==> src/common/eeprom_host_pkg.sv <==
// Purpose: shared constants and types for the bit-serial eeprom host controller
// Assumes: 20 MHz hclk, AHB-Lite register access, one device on the strobes
// Notes:   device-side map is listed for software; the host does not implement it
package eeprom_host_pkg;

  // host registers, byte offsets on AHB-Lite
  localparam logic [7:0] OFS_CMD    = 8'h00;
  localparam logic [7:0] OFS_CTRL   = 8'h04;
  localparam logic [7:0] OFS_ADDR   = 8'h08;
  localparam logic [7:0] OFS_WDATA  = 8'h0c;
  localparam logic [7:0] OFS_RDATA  = 8'h10;
  localparam logic [7:0] OFS_STATUS = 8'h14;

  // ctrl and status fields
  localparam int CTRL_WP_BIT       = 0;
  localparam int STAT_BUSY_BIT     = 0;
  localparam int STAT_NV_IDLE_BIT  = 1;
  localparam int STAT_REFUSED_BIT  = 2;
  localparam int STAT_LOADING_BIT  = 3;
  localparam int STAT_PAGE_LSB     = 8;
  localparam logic CTRL_WP_RESET   = 1'b1;

  // device map: protection_control and its fields
  localparam logic [15:0] DEV_PROTECTION_CONTROL = 16'hffff;
  localparam int DEV_HW_PROTECT_ARM_BIT   = 7;
  localparam int DEV_BLOCK_PROTECT_HI_BIT = 3;
  localparam int DEV_BLOCK_PROTECT_LO_BIT = 2;

  // protocol sizes
  localparam int ADDR_BITS  = 16;
  localparam int BYTE_BITS  = 8;
  localparam int PAGE_BYTES = 32;
  localparam int TRIPLE_LEN = 3;

  // strobe timing
  localparam int CLK_PERIOD_NS = 50;
  localparam int STROBE_NS     = 100;
  localparam int STROBE_CYC    = (STROBE_NS + CLK_PERIOD_NS - 1) / CLK_PERIOD_NS;

  typedef enum logic [2:0] {
    CMD_NONE, CMD_ADDR, CMD_WBYTE, CMD_RBYTE, CMD_COMMIT, CMD_ENDREAD, CMD_POLL, CMD_RESET
  } cmd_e;

  typedef struct packed {
    logic ce_n;
    logic oe_n;
    logic we_n;
    logic io_out;
    logic io_oe;
  } pin_s;

  typedef struct packed {
    logic is_write;
    logic wbit;
  } cyc_s;

endpackage : eeprom_host_pkg

==> src/rtl/bus_cycle_engine.sv <==
// Purpose: runs one read or one write strobe cycle on the device pins
// Assumes: io_in is synchronous to hclk
// Notes:   chip enable rises one cycle after the strobe, data held past it
`timescale 1ns/1ps
module bus_cycle_engine (
  // clock and reset
  input  wire logic                  hclk,
  input  wire logic                  hresetn,
  // request
  input  wire logic                  start,
  input  wire eeprom_host_pkg::cyc_s req,
  output logic                       done,
  output logic                       rbit,
  // device pins
  input  wire logic                  io_in,
  output eeprom_host_pkg::pin_s      pins
);

  typedef enum logic [2:0] {E_IDLE, E_SETUP, E_STROBE, E_RELEASE, E_GAP} eng_e;

  localparam eeprom_host_pkg::pin_s PINS_IDLE = '{1'b1, 1'b1, 1'b1, 1'b0, 1'b0};
  localparam logic [3:0] STROBE_LAST = 4'(eeprom_host_pkg::STROBE_CYC - 1);

  eng_e                 state,     next_state;
  logic [3:0]           cnt,       next_cnt;
  logic                 wr,        next_wr;
  logic                 next_done, next_rbit;
  eeprom_host_pkg::pin_s next_pins;

  always_comb begin
    next_state = state;
    next_cnt   = cnt;
    next_wr    = wr;
    next_done  = 1'b0;
    next_rbit  = rbit;
    next_pins  = pins;
    case (state)
      E_IDLE: begin
        if (start) begin
          next_wr          = req.is_write;
          next_pins.ce_n   = 1'b0;
          next_pins.io_out = req.wbit;
          next_pins.io_oe  = req.is_write;
          next_state       = E_SETUP;
        end
      end
      E_SETUP: begin
        // one strobe only, never both low with chip selected (see RULE_04)
        next_pins.we_n = ~wr;
        next_pins.oe_n = wr;
        next_cnt       = STROBE_LAST;
        next_state     = E_STROBE;
      end
      E_STROBE: begin
        if (cnt == 4'h0) begin
          if (!wr) next_rbit = io_in;
          next_pins.we_n = 1'b1;
          next_pins.oe_n = 1'b1;
          next_state     = E_RELEASE;
        end else begin
          next_cnt = cnt - 4'h1;
        end
      end
      E_RELEASE: begin
        // chip enable high between cycles, no timing limit (see RULE_18)
        next_pins.ce_n = 1'b1;
        next_state     = E_GAP;
      end
      E_GAP: begin
        next_pins  = PINS_IDLE;
        next_done  = 1'b1;
        next_state = E_IDLE;
      end
      default: begin
        next_pins  = PINS_IDLE;
        next_state = E_IDLE;
      end
    endcase
  end

  always_ff @(posedge hclk or negedge hresetn) begin
    if (!hresetn) begin
      state <= E_IDLE;
      cnt   <= 4'h0;
      wr    <= 1'b0;
      done  <= 1'b0;
      rbit  <= 1'b0;
      pins  <= PINS_IDLE;
    end else begin
      state <= next_state;
      cnt   <= next_cnt;
      wr    <= next_wr;
      done  <= next_done;
      rbit  <= next_rbit;
      pins  <= next_pins;
    end
  end

  a_strobes_exclusive: assert property ( // see RULE_04
    @(posedge hclk) disable iff (!hresetn) !pins.ce_n |-> (pins.we_n || pins.oe_n))
    else $error("write and output strobes low together");

  a_no_drive_on_read: assert property ( // see RULE_04
    @(posedge hclk) disable iff (!hresetn) !pins.oe_n |-> !pins.io_oe)
    else $error("host drives io while device output enabled");

  a_strobe_width_ce: assert property ( // see RULE_18
    @(posedge hclk) disable iff (!hresetn)
    $fell(pins.we_n) |-> (!pins.we_n && !pins.ce_n) [*2] ##1 (pins.we_n && !pins.ce_n) ##1 pins.ce_n)
    else $error("write strobe width or chip enable bracket wrong");

endmodule : bus_cycle_engine

==> src/rtl/eeprom_host.sv <==
// Purpose: AHB-Lite controlled host that drives a bit-serial eeprom through its strobes
// Assumes: single AHB-Lite slave, word accesses, device pins synchronous to hclk
// Notes:   software sequences commands; address command always opens with the reset triple
`timescale 1ns/1ps
// Overview of operation
// RULE_01: device floats data and idles while chip enable is high.
// RULE_02: device latches data on the first rising edge of write strobe or enable.
// RULE_03: device drives data only while output enable and chip enable are low.
// RULE_04: host never has write and output strobes low together while selected.
// RULE_05: read starts with sixteen write cycles carrying the address, top bit first.
// RULE_06: each byte is fetched by eight read cycles, one bit each.
// RULE_07: writing a one after a byte ends the read; otherwise reading continues.
// RULE_08: device address advances per byte and wraps to zero at the top.
// RULE_09: read, write zero, read resets protocol and sets the write latch.
// RULE_10: the reset triple aborts a sequential read or page load.
// RULE_11: after reset, reads return high until a full address is sent.
// RULE_12: host opens every read and write sequence with the reset triple.
// RULE_13: page load is address then up to 32 bytes, no reads in between.
// RULE_14: read, write one, read closes the load and starts programming.
// RULE_15: loading wraps within the 32-byte page, overwriting earlier data.
// RULE_16: device refuses partial writes, clears the latch after programming or misuse.
// RULE_17: reads return low while programming runs, high once finished.
// RULE_18: both protocols are static; chip enable high frees the bus.
// RULE_19: reading address ffff returns the control byte, unused bits zero.
// RULE_20: control write stores one byte only; the start triple commits it.
// RULE_21: control byte holds arm bit 7, protect bits 3 and 2.
// RULE_22: protect pin low with arm set refuses control register writes.
// RULE_23: protect pin falling while selected aborts a pending control write.
// RULE_24: with arm clear the protect pin is ignored.
// RULE_25: protect field selects none, upper quarter, upper half or all.
// RULE_26: hardware protection also blocks protected blocks and the arm bit.
// RULE_27: an illegal cycle pattern sends the device idle.
// RULE_28: the write enable latch clears at power up.
module eeprom_host (
  // clock and reset
  input  wire logic        hclk,
  input  wire logic        hresetn,
  // ahb-lite slave
  input  wire logic        hsel,
  input  wire logic [31:0] haddr,
  input  wire logic [1:0]  htrans,
  input  wire logic        hwrite,
  input  wire logic [2:0]  hsize,
  input  wire logic [31:0] hwdata,
  input  wire logic        hready,
  output logic      [31:0] hrdata,
  output logic             hreadyout,
  output logic             hresp,
  // device pins
  output logic             chip_enable_n,
  output logic             output_enable_n,
  output logic             write_strobe_n,
  output logic             write_protect_n,
  output logic             serial_data_out,
  output logic             serial_data_oe,
  input  wire logic        serial_data_in
);

  typedef enum logic [1:0] {S_IDLE, S_ISSUE, S_WAIT} seq_e;

  localparam logic [4:0] ADDR_LAST  = 5'(eeprom_host_pkg::TRIPLE_LEN + eeprom_host_pkg::ADDR_BITS - 1);
  localparam logic [4:0] BYTE_LAST  = 5'(eeprom_host_pkg::BYTE_BITS - 1);
  localparam logic [4:0] TRIP_LAST  = 5'(eeprom_host_pkg::TRIPLE_LEN - 1);
  localparam logic [5:0] PAGE_FULL  = 6'(eeprom_host_pkg::PAGE_BYTES);

  // bus state
  logic        ph_wr,   next_ph_wr;
  logic [7:0]  ph_ofs,  next_ph_ofs;
  logic        wp_lvl,  next_wp_lvl;
  logic [15:0] addr,    next_addr;
  logic [7:0]  wdata,   next_wdata;
  logic        cmd_go,  next_cmd_go;
  eeprom_host_pkg::cmd_e cmd_val, next_cmd_val;
  logic        ref_clr, next_ref_clr;
  logic [31:0] next_hrdata;

  // sequencer state
  seq_e        state,   next_state;
  eeprom_host_pkg::cmd_e cmd, next_cmd;
  logic [4:0]  step,    next_step;
  logic        busy,    next_busy;
  logic        refused, next_refused;
  logic        loading, next_loading;
  logic [5:0]  page,    next_page;
  logic [7:0]  rdata,   next_rdata;
  logic        nv_idle, next_nv_idle;
  logic        eng_start, next_eng_start;
  eeprom_host_pkg::cyc_s req, next_req;
  logic        eng_done;
  logic        eng_rbit;
  eeprom_host_pkg::pin_s pins;

  function automatic eeprom_host_pkg::cyc_s cyc_of(eeprom_host_pkg::cmd_e c, logic [4:0] s,
                                                   logic [15:0] a, logic [7:0] d);
    eeprom_host_pkg::cyc_s r;
    r = '{1'b0, 1'b0};
    case (c)
      eeprom_host_pkg::CMD_ADDR: begin
        // reset triple first, then address top bit first (see RULE_12, see RULE_05)
        if (s < 5'(eeprom_host_pkg::TRIPLE_LEN)) r = '{s == 5'h1, 1'b0};
        else r = '{1'b1, a[4'(ADDR_LAST - s)]};
      end
      eeprom_host_pkg::CMD_WBYTE:   r = '{1'b1, d[3'(BYTE_LAST - s)]}; // see RULE_13
      eeprom_host_pkg::CMD_RBYTE:   r = '{1'b0, 1'b0};                // see RULE_06
      eeprom_host_pkg::CMD_COMMIT:  r = '{s == 5'h1, 1'b1};           // see RULE_14
      eeprom_host_pkg::CMD_ENDREAD: r = '{1'b1, 1'b1};
      eeprom_host_pkg::CMD_RESET:   r = '{s == 5'h1, 1'b0};
      default:                      r = '{1'b0, 1'b0};
    endcase
    return r;
  endfunction : cyc_of

  function automatic logic [4:0] last_of(eeprom_host_pkg::cmd_e c);
    case (c)
      eeprom_host_pkg::CMD_ADDR:   return ADDR_LAST;
      eeprom_host_pkg::CMD_WBYTE,
      eeprom_host_pkg::CMD_RBYTE:  return BYTE_LAST;
      eeprom_host_pkg::CMD_COMMIT,
      eeprom_host_pkg::CMD_RESET:  return TRIP_LAST;
      default:                     return 5'h0;
    endcase
  endfunction : last_of

  // ahb-lite slave, zero wait states, always okay
  always_comb begin
    next_ph_wr   = hsel && hready && htrans[1] && hwrite;
    next_ph_ofs  = haddr[7:0];
    next_wp_lvl  = wp_lvl;
    next_addr    = addr;
    next_wdata   = wdata;
    next_cmd_go  = 1'b0;
    next_cmd_val = cmd_val;
    next_ref_clr = 1'b0;
    next_hrdata  = hrdata;
    if (ph_wr) begin
      case (ph_ofs)
        eeprom_host_pkg::OFS_CMD: begin
          next_cmd_go  = 1'b1;
          next_cmd_val = eeprom_host_pkg::cmd_e'(hwdata[2:0]);
        end
        eeprom_host_pkg::OFS_CTRL:   next_wp_lvl  = hwdata[eeprom_host_pkg::CTRL_WP_BIT];
        eeprom_host_pkg::OFS_ADDR:   next_addr    = hwdata[15:0];
        eeprom_host_pkg::OFS_WDATA:  next_wdata   = hwdata[7:0];
        eeprom_host_pkg::OFS_STATUS: next_ref_clr = hwdata[eeprom_host_pkg::STAT_REFUSED_BIT];
        default: ;
      endcase
    end
    if (hsel && hready && htrans[1] && !hwrite) begin
      next_hrdata = 32'h0;
      case (haddr[7:0])
        eeprom_host_pkg::OFS_CMD:    next_hrdata[2:0] = cmd;
        eeprom_host_pkg::OFS_CTRL:   next_hrdata[eeprom_host_pkg::CTRL_WP_BIT] = wp_lvl;
        eeprom_host_pkg::OFS_ADDR:   next_hrdata[15:0] = addr;
        eeprom_host_pkg::OFS_WDATA:  next_hrdata[7:0] = wdata;
        eeprom_host_pkg::OFS_RDATA:  next_hrdata[7:0] = rdata;
        eeprom_host_pkg::OFS_STATUS: begin
          next_hrdata[eeprom_host_pkg::STAT_BUSY_BIT]    = busy;
          next_hrdata[eeprom_host_pkg::STAT_NV_IDLE_BIT] = nv_idle;
          next_hrdata[eeprom_host_pkg::STAT_REFUSED_BIT] = refused;
          next_hrdata[eeprom_host_pkg::STAT_LOADING_BIT] = loading;
          next_hrdata[eeprom_host_pkg::STAT_PAGE_LSB +: 6] = page;
        end
        default: ;
      endcase
    end
  end

  always_ff @(posedge hclk or negedge hresetn) begin
    if (!hresetn) begin
      ph_wr     <= 1'b0;
      ph_ofs    <= 8'h00;
      wp_lvl    <= eeprom_host_pkg::CTRL_WP_RESET;
      addr      <= 16'h0000;
      wdata     <= 8'h00;
      cmd_go    <= 1'b0;
      cmd_val   <= eeprom_host_pkg::CMD_NONE;
      ref_clr   <= 1'b0;
      hrdata    <= 32'h0;
      hreadyout <= 1'b1;
      hresp     <= 1'b0;
    end else begin
      ph_wr     <= next_ph_wr;
      ph_ofs    <= next_ph_ofs;
      wp_lvl    <= next_wp_lvl;
      addr      <= next_addr;
      wdata     <= next_wdata;
      cmd_go    <= next_cmd_go;
      cmd_val   <= next_cmd_val;
      ref_clr   <= next_ref_clr;
      hrdata    <= next_hrdata;
      hreadyout <= 1'b1;
      hresp     <= 1'b0;
    end
  end

  // command sequencer
  always_comb begin
    logic bad;
    bad            = 1'b0;
    next_state     = state;
    next_cmd       = cmd;
    next_step      = step;
    next_busy      = busy;
    next_loading   = loading;
    next_page      = page;
    next_rdata     = rdata;
    next_nv_idle   = nv_idle;
    next_eng_start = 1'b0;
    next_req       = req;
    case (state)
      S_IDLE: begin
        if (cmd_go) begin
          // no reads inside a page load, at most one page of bytes (see RULE_13)
          bad = (cmd_val == eeprom_host_pkg::CMD_NONE) ||
                (loading && (cmd_val == eeprom_host_pkg::CMD_RBYTE ||
                             cmd_val == eeprom_host_pkg::CMD_POLL)) ||
                (cmd_val == eeprom_host_pkg::CMD_WBYTE && page == PAGE_FULL);
          if (!bad) begin
            next_cmd   = cmd_val;
            next_step  = 5'h0;
            next_busy  = 1'b1;
            next_state = S_ISSUE;
            if (cmd_val == eeprom_host_pkg::CMD_ADDR) begin
              next_page    = 6'h0;
              next_loading = 1'b0;
            end
          end
        end
      end
      S_ISSUE: begin
        next_eng_start = 1'b1;
        next_req       = cyc_of(cmd, step, addr, wdata);
        next_state     = S_WAIT;
      end
      S_WAIT: begin
        if (eng_done) begin
          if (cmd == eeprom_host_pkg::CMD_RBYTE) next_rdata = {rdata[6:0], eng_rbit};
          if (cmd == eeprom_host_pkg::CMD_POLL)  next_nv_idle = eng_rbit;
          if (step == last_of(cmd)) begin
            next_busy  = 1'b0;
            next_state = S_IDLE;
            if (cmd == eeprom_host_pkg::CMD_WBYTE) begin
              next_page    = page + 6'h1;
              next_loading = 1'b1;
            end
            if (cmd == eeprom_host_pkg::CMD_COMMIT || cmd == eeprom_host_pkg::CMD_RESET) begin
              next_loading = 1'b0;
            end
          end else begin
            next_step  = step + 5'h1;
            next_state = S_ISSUE;
          end
        end
      end
      default: next_state = S_IDLE;
    endcase
    // a refusal set in the same cycle as a clear wins
    next_refused = (refused && !ref_clr) || (cmd_go && (bad || state != S_IDLE));
  end

  always_ff @(posedge hclk or negedge hresetn) begin
    if (!hresetn) begin
      state     <= S_IDLE;
      cmd       <= eeprom_host_pkg::CMD_NONE;
      step      <= 5'h0;
      busy      <= 1'b0;
      refused   <= 1'b0;
      loading   <= 1'b0;
      page      <= 6'h0;
      rdata     <= 8'h00;
      nv_idle   <= 1'b0;
      eng_start <= 1'b0;
      req       <= '{1'b0, 1'b0};
    end else begin
      state     <= next_state;
      cmd       <= next_cmd;
      step      <= next_step;
      busy      <= next_busy;
      refused   <= next_refused;
      loading   <= next_loading;
      page      <= next_page;
      rdata     <= next_rdata;
      nv_idle   <= next_nv_idle;
      eng_start <= next_eng_start;
      req       <= next_req;
    end
  end

  bus_cycle_engine bus_cycle_engine_inst (
    .hclk    (hclk),
    .hresetn (hresetn),
    .start   (eng_start),
    .req     (req),
    .done    (eng_done),
    .rbit    (eng_rbit),
    .io_in   (serial_data_in),
    .pins    (pins)
  );

  assign chip_enable_n   = pins.ce_n;
  assign output_enable_n = pins.oe_n;
  assign write_strobe_n  = pins.we_n;
  assign serial_data_out = pins.io_out;
  assign serial_data_oe  = pins.io_oe;
  assign write_protect_n = wp_lvl;

  a_triple_opens_addr: assert property ( // see RULE_12
    @(posedge hclk) disable iff (!hresetn)
    eng_start && cmd == eeprom_host_pkg::CMD_ADDR && step < 5'h3 |-> req.is_write == (step == 5'h1) && !req.wbit)
    else $error("address command not opened by read, write 0, read");

  a_addr_sixteen: assert property ( // see RULE_05
    @(posedge hclk) disable iff (!hresetn)
    eng_start && cmd == eeprom_host_pkg::CMD_ADDR && step > 5'h2 |-> req.is_write && req.wbit == addr[4'(ADDR_LAST - step)])
    else $error("address bit sent wrong or out of order");

  a_rbyte_all_reads: assert property ( // see RULE_06
    @(posedge hclk) disable iff (!hresetn)
    $fell(busy) && cmd == eeprom_host_pkg::CMD_RBYTE |-> $past(step) == 5'h7)
    else $error("byte read did not run eight cycles");

  a_load_no_reads: assert property ( // see RULE_13
    @(posedge hclk) disable iff (!hresetn)
    loading && eng_start |-> req.is_write || cmd == eeprom_host_pkg::CMD_COMMIT || cmd == eeprom_host_pkg::CMD_RESET)
    else $error("read cycle inside a page load");

  a_page_capped: assert property ( // see RULE_13
    @(posedge hclk) disable iff (!hresetn) page <= PAGE_FULL)
    else $error("more than one page of bytes loaded");

  a_commit_pattern: assert property ( // see RULE_14
    @(posedge hclk) disable iff (!hresetn)
    eng_start && cmd == eeprom_host_pkg::CMD_COMMIT |-> req.is_write == (step == 5'h1) && (step != 5'h1 || req.wbit))
    else $error("start write triple malformed");

  c_addr_done:   cover property (@(posedge hclk) disable iff (!hresetn)
                   $fell(busy) && cmd == eeprom_host_pkg::CMD_ADDR);
  c_byte_read:   cover property (@(posedge hclk) disable iff (!hresetn)
                   $fell(busy) && cmd == eeprom_host_pkg::CMD_RBYTE);
  c_commit_done: cover property (@(posedge hclk) disable iff (!hresetn)
                   $fell(busy) && cmd == eeprom_host_pkg::CMD_COMMIT);
  c_refusal:     cover property (@(posedge hclk) disable iff (!hresetn) $rose(refused));

endmodule : eeprom_host

==> config.mk <==
export PLATFORM = sky130hd
export DESIGN_NAME = eeprom_host
export DESIGN_NICKNAME = d
export VERILOG_FILES = /design/src/common/eeprom_host_pkg.sv /design/src/rtl/bus_cycle_engine.sv /design/src/rtl/eeprom_host.sv
export SDC_FILE = /design/constraint.sdc
export NUM_CORES = 1
export LEC_CHECK = 0
export ABC_AREA = 1
export ABC_CLOCK_PERIOD_IN_PS = 4420
export BUFFER_PORTS_ARGS = -buffer_cell sky130_fd_sc_hd__buf_2
export CAP_MARGIN = 20
export CORE_UTILIZATION = 59
export CTS_CLUSTER_SIZE = 10
export DETAILED_ROUTE_END_ITERATION = 10
export GPL_TIMING_DRIVEN = 0
export PLACE_DENSITY = 0.86
export SLEW_MARGIN = 30
export SYNTH_ARGS = -nofsm -noshare
export SYNTH_HDL_FRONTEND = slang
export SYNTH_HIERARCHICAL = 1
export SYNTH_SLANG_ARGS = --single-unit
==> constraint.sdc <==
create_clock -name hclk -period 4.42 [get_ports hclk]
set_input_delay 0.884 -clock hclk [delete_from_list [all_inputs] [get_ports hclk]]
set_output_delay 0.884 -clock hclk [all_outputs]
set_load 0.01 [all_outputs]
==> insert_results.sql <==
INSERT INTO impl_metrics (metric_group, metric, value, unit) VALUES
('timing', 'relSlewSlack', '0.4258', ''),
('global_routing', 'first_global_vias', '4343', ''),
('worst_setup_path', 'critical_path_arrival', '2.44', 'ns'),
('cts', 'cts_post_setup_buffers_inserted', '0', ''),
('cts', 'cts_buffer_depth', '2', ''),
('timing', 'finalCriticalPeriod', '2.137', 'ns'),
('final_layout', 'design_area', '5969', 'µm²'),
('timing', 'maximum_achievable_frequency', '0.4680', 'GHz'),
('routing', 'drt-initial-drc-count', '370', ''),
('timing', 'tightestPinTransition', '0.8581', 'ns'),
('worst_setup_path', 'worstPathRequired', '4.73', 'ns'),
('synthesis', 'yosys.cell_count.top_type', 'nand2_1', ''),
('cts', 'path_clk_slew', '0.10', 'ns'),
('synthesis', 'async_reset_ff_frac', '1.000', ''),
('final_layout', 'antenna_cells_inserted', '0', ''),
('worst_setup_path', 'cp-end-kind', 'flip-flop', ''),
('synthesis', 'dominantRegCellSynth', 'dfrtp_1', ''),
('synthesis', 'netlist_area', '5284', 'µm²'),
('synthesis', 'yosysSeqAreaShare', '0.4793', ''),
('place', 'postPlaceCellArea', '5773', 'µm²'),
('place', 'io_buffer_count', '52', ''),
('synthesis', 'synth_cell_type_count', '48', ''),
('routing', 'detailroute.via_count', '4621', ''),
('place', 'gp_congestion', '0.9139', ''),
('worst_setup_path', 'crit_fanout', '9', ''),
('cts', 'holdBufCountCts', '0', ''),
('power', 'power.share.clock', '0.289', ''),
('power', 'power.leakage', '3.038', 'nW'),
('place', 'dp.final_hpwl', '9140', 'µm'),
('synthesis', 'synth_seq_cells', '101', ''),
('cts', 'ctsResizeCount', '0', ''),
('final_layout', 'post-route-util', '0.6879', ''),
('worst_setup_path', 'rr_worst_depth', '11', ''),
('global_routing', 'grt-ovfl-total', '0', ''),
('cts', 'htreeDepth', '3', ''),
('final_layout', 'nets', '794', ''),
('worst_setup_path', 'start_kind', 'flip-flop', ''),
('floorplan', 'floorplan.die.width', '96.64', 'µm'),
('worst_hold_path', 'hold_removal_path_class', 'in2async', ''),
('floorplan', 'die_h', '96.64', 'µm'),
('cts', 'cts_num_sinks', '101', ''),
('final_layout', 'post_route_cells_drive_above_1_share', '0.2061', ''),
('final_layout', 'number_of_fill_cells_in_the_layout', '694', ''),
('timing', 'final_max_slew_viol_count', '0', ''),
('floorplan', 'floorplan.core_area', '8678', 'µm²'),
('timing', 'hold_slack', '0.4039', 'ns'),
('outcome', 'outcome', 'finished, final reports clean', ''),
('global_routing', 'grt_antenna_before_repair', '0', ''),
('timing', 'layout_skew', '0.01678', 'ns'),
('power', 'internal_power_consumption', '0.001408', 'W'),
('power', 'combinationalPowerShare', '0.203', ''),
('global_routing', 'track_usage', '0.2761', ''),
('timing', 'min_period_over_period', '0.4834', ''),
('global_routing', 'pin_count_of_the_biggest_net_entering_global_routing', '64', ''),
('final_layout', 'flow.area_growth_from_synthesis', '12.98', '%'),
('timing', 'timing_hold_violations_final', '0', ''),
('routing', 'remaining_drc_errors', '0', ''),
('cts', 'clkLatencyLatePin', '0.37', 'ns'),
('routing', 'route.final.wire_length', '12320', 'µm'),
('floorplan', 'floorplan.die_area', '9338', 'µm²'),
('timing', 'rsz0062_at_grt', 'no', ''),
('synthesis', 'synth-edff-count', '0', ''),
('floorplan', 'io-pin-count', '115', ''),
('power', 'p_sw', '0.0006485', 'W'),
('synthesis', 'netlist.top_cell.by_area', 'dfrtp_1', ''),
('synthesis', 'yosysWarningCount', '6', ''),
('synthesis', 'synth_top_cells_by_area', 'dfrtp_1 (46%), nand2_1 (11%), o21ai_0 (5.7%), inv_1 (5.0%), nand3_1 (4.5%)', ''),
('floorplan', 'placement_rows', '34', ''),
('flow_run', 'timing.max_cap.violations', '0', ''),
('synthesis', 'yosys-top-cells-count', 'nand2_1 (148), dfrtp_1 (97), inv_1 (70), o21ai_0 (60), nand3_1 (48)', ''),
('synthesis', 'synthCells', '633', '');
## worst max path at each step
stage          startpoint   endpoint  slack [ns]  cells after the start
3_5_place_dp    htrans[1]  hrdata[5]        1.90                      7
2_1_floorplan    haddr[1]  hrdata[2]        2.47                      6
5_1_grt           step[1]     req[0]        2.09                     11
4_1_cts         htrans[1]  hrdata[5]        2.30                      7
3_3_place_gp      hresetn    page[0]        1.50                      1
6_report          step[1]     req[0]        2.28                     11
## placed cells by master (no fill, tap or decap), drive strengths merged, types with 2 or more instances in the layout
cell,n
a31oi,5
mux2,8
nor2,52
nor3,11
xor2,2
nand3,50
nand3b,2
nor4,3
clkinv,4
ha,6
o211ai,7
dfstp,4
nand2,164
a21oi,17
o21ai,66
conb,18
inv,79
nand4,15
nor3b,2
o22ai,7
clkbuf,15
or2,2
buf,76
dfrtp,97
## worst max-delay path: stages (launching register included)
cell	delay [ns]
dfrtp_1	0.50
inv_1	0.17
ha_1	0.32
clkbuf_1	0.31
o21ai_0	0.15
o211ai_1	0.19
nand3_1	0.09
nand2_1	0.11
nand2_1	0.06
nand2_1	0.08
nand2_1	0.05
nand2_1	0.06
## state kept, by name, summed over array words and instances, names as in the netlist, 2 cells and up
signal,cells
hrdata,16
bus_cycle_engine_inst/cnt,4
step,5
wdata,8
rdata,8
addr,16
state,2
ph_ofs,8
page,6
cmd_val,3
cmd,3
bus_cycle_engine_inst/state,3
bus_cycle_engine_inst/pins,5
req,2
## through the flow
step / worst slack (ns) / instances
2_1_floorplan: 2.466 / 649
3_3_place_gp: 1.500 / 809
3_5_place_dp: 1.898 / 810
4_1_cts: 2.296 / 826
5_1_grt: 2.089 / 826
6_report: 2.283 / 826
## area by class of cell
cell class | instances | area, µm² | share of cell area
timing repair buffer | 53 | 294.0 | 0.04926
clock inverter | 6 | 68.82 | 0.01153
buffer | 28 | 185.2 | 0.03102
tap | 108 | 135.1 | 0.02264
inverter | 79 | 301.5 | 0.05051
sequential | 101 | 2532 | 0.4242
clock buffer | 10 | 127.6 | 0.02138
multi-input combinational | 441 | 2325 | 0.3894
## kinds of logic (layout without fill, tap and decap cells)
group	after synthesis	count (layout)	share of synthesized area
mux	8	8	0.01776
simple gates	302	302	0.2782
fa+ha+maj	6	6	0.01421
compound gates	104	104	0.1120
buf+inv	107	176	0.09212
xor+xnor	3	3	0.004974
other cells	2	18	0.001421
flops	101	101	0.4793
## power by group through the flow
stage	Clock, W	Sequential, W	Combinational [W]
finish	0.000595	0.00104	0.000418
global route	0.000630	0.00105	0.000464
CTS	0.000602	0.00104	0.000423
detailed placement	0	0.00106	0.000419
global placement	0	0.00106	0.000396
floorplan	0	0.00106	0.000301
## per-layer routing
| layer | global-route usage | wire length, µm | vias up |
|---|---|---|---|
| met1 | 0.3660 | 5073 | 2200 |
| met3 | 0.04118 | 915 | 22 |
| met2 | 0.4621 | 6106 | 196 |
| met4 | 0.1010 | 220 | 0 |
| met5 | 0 | 0 | - |
| li1 | - | - | 2203 |
Note: power is estimated with default switching activity, not from simulation.
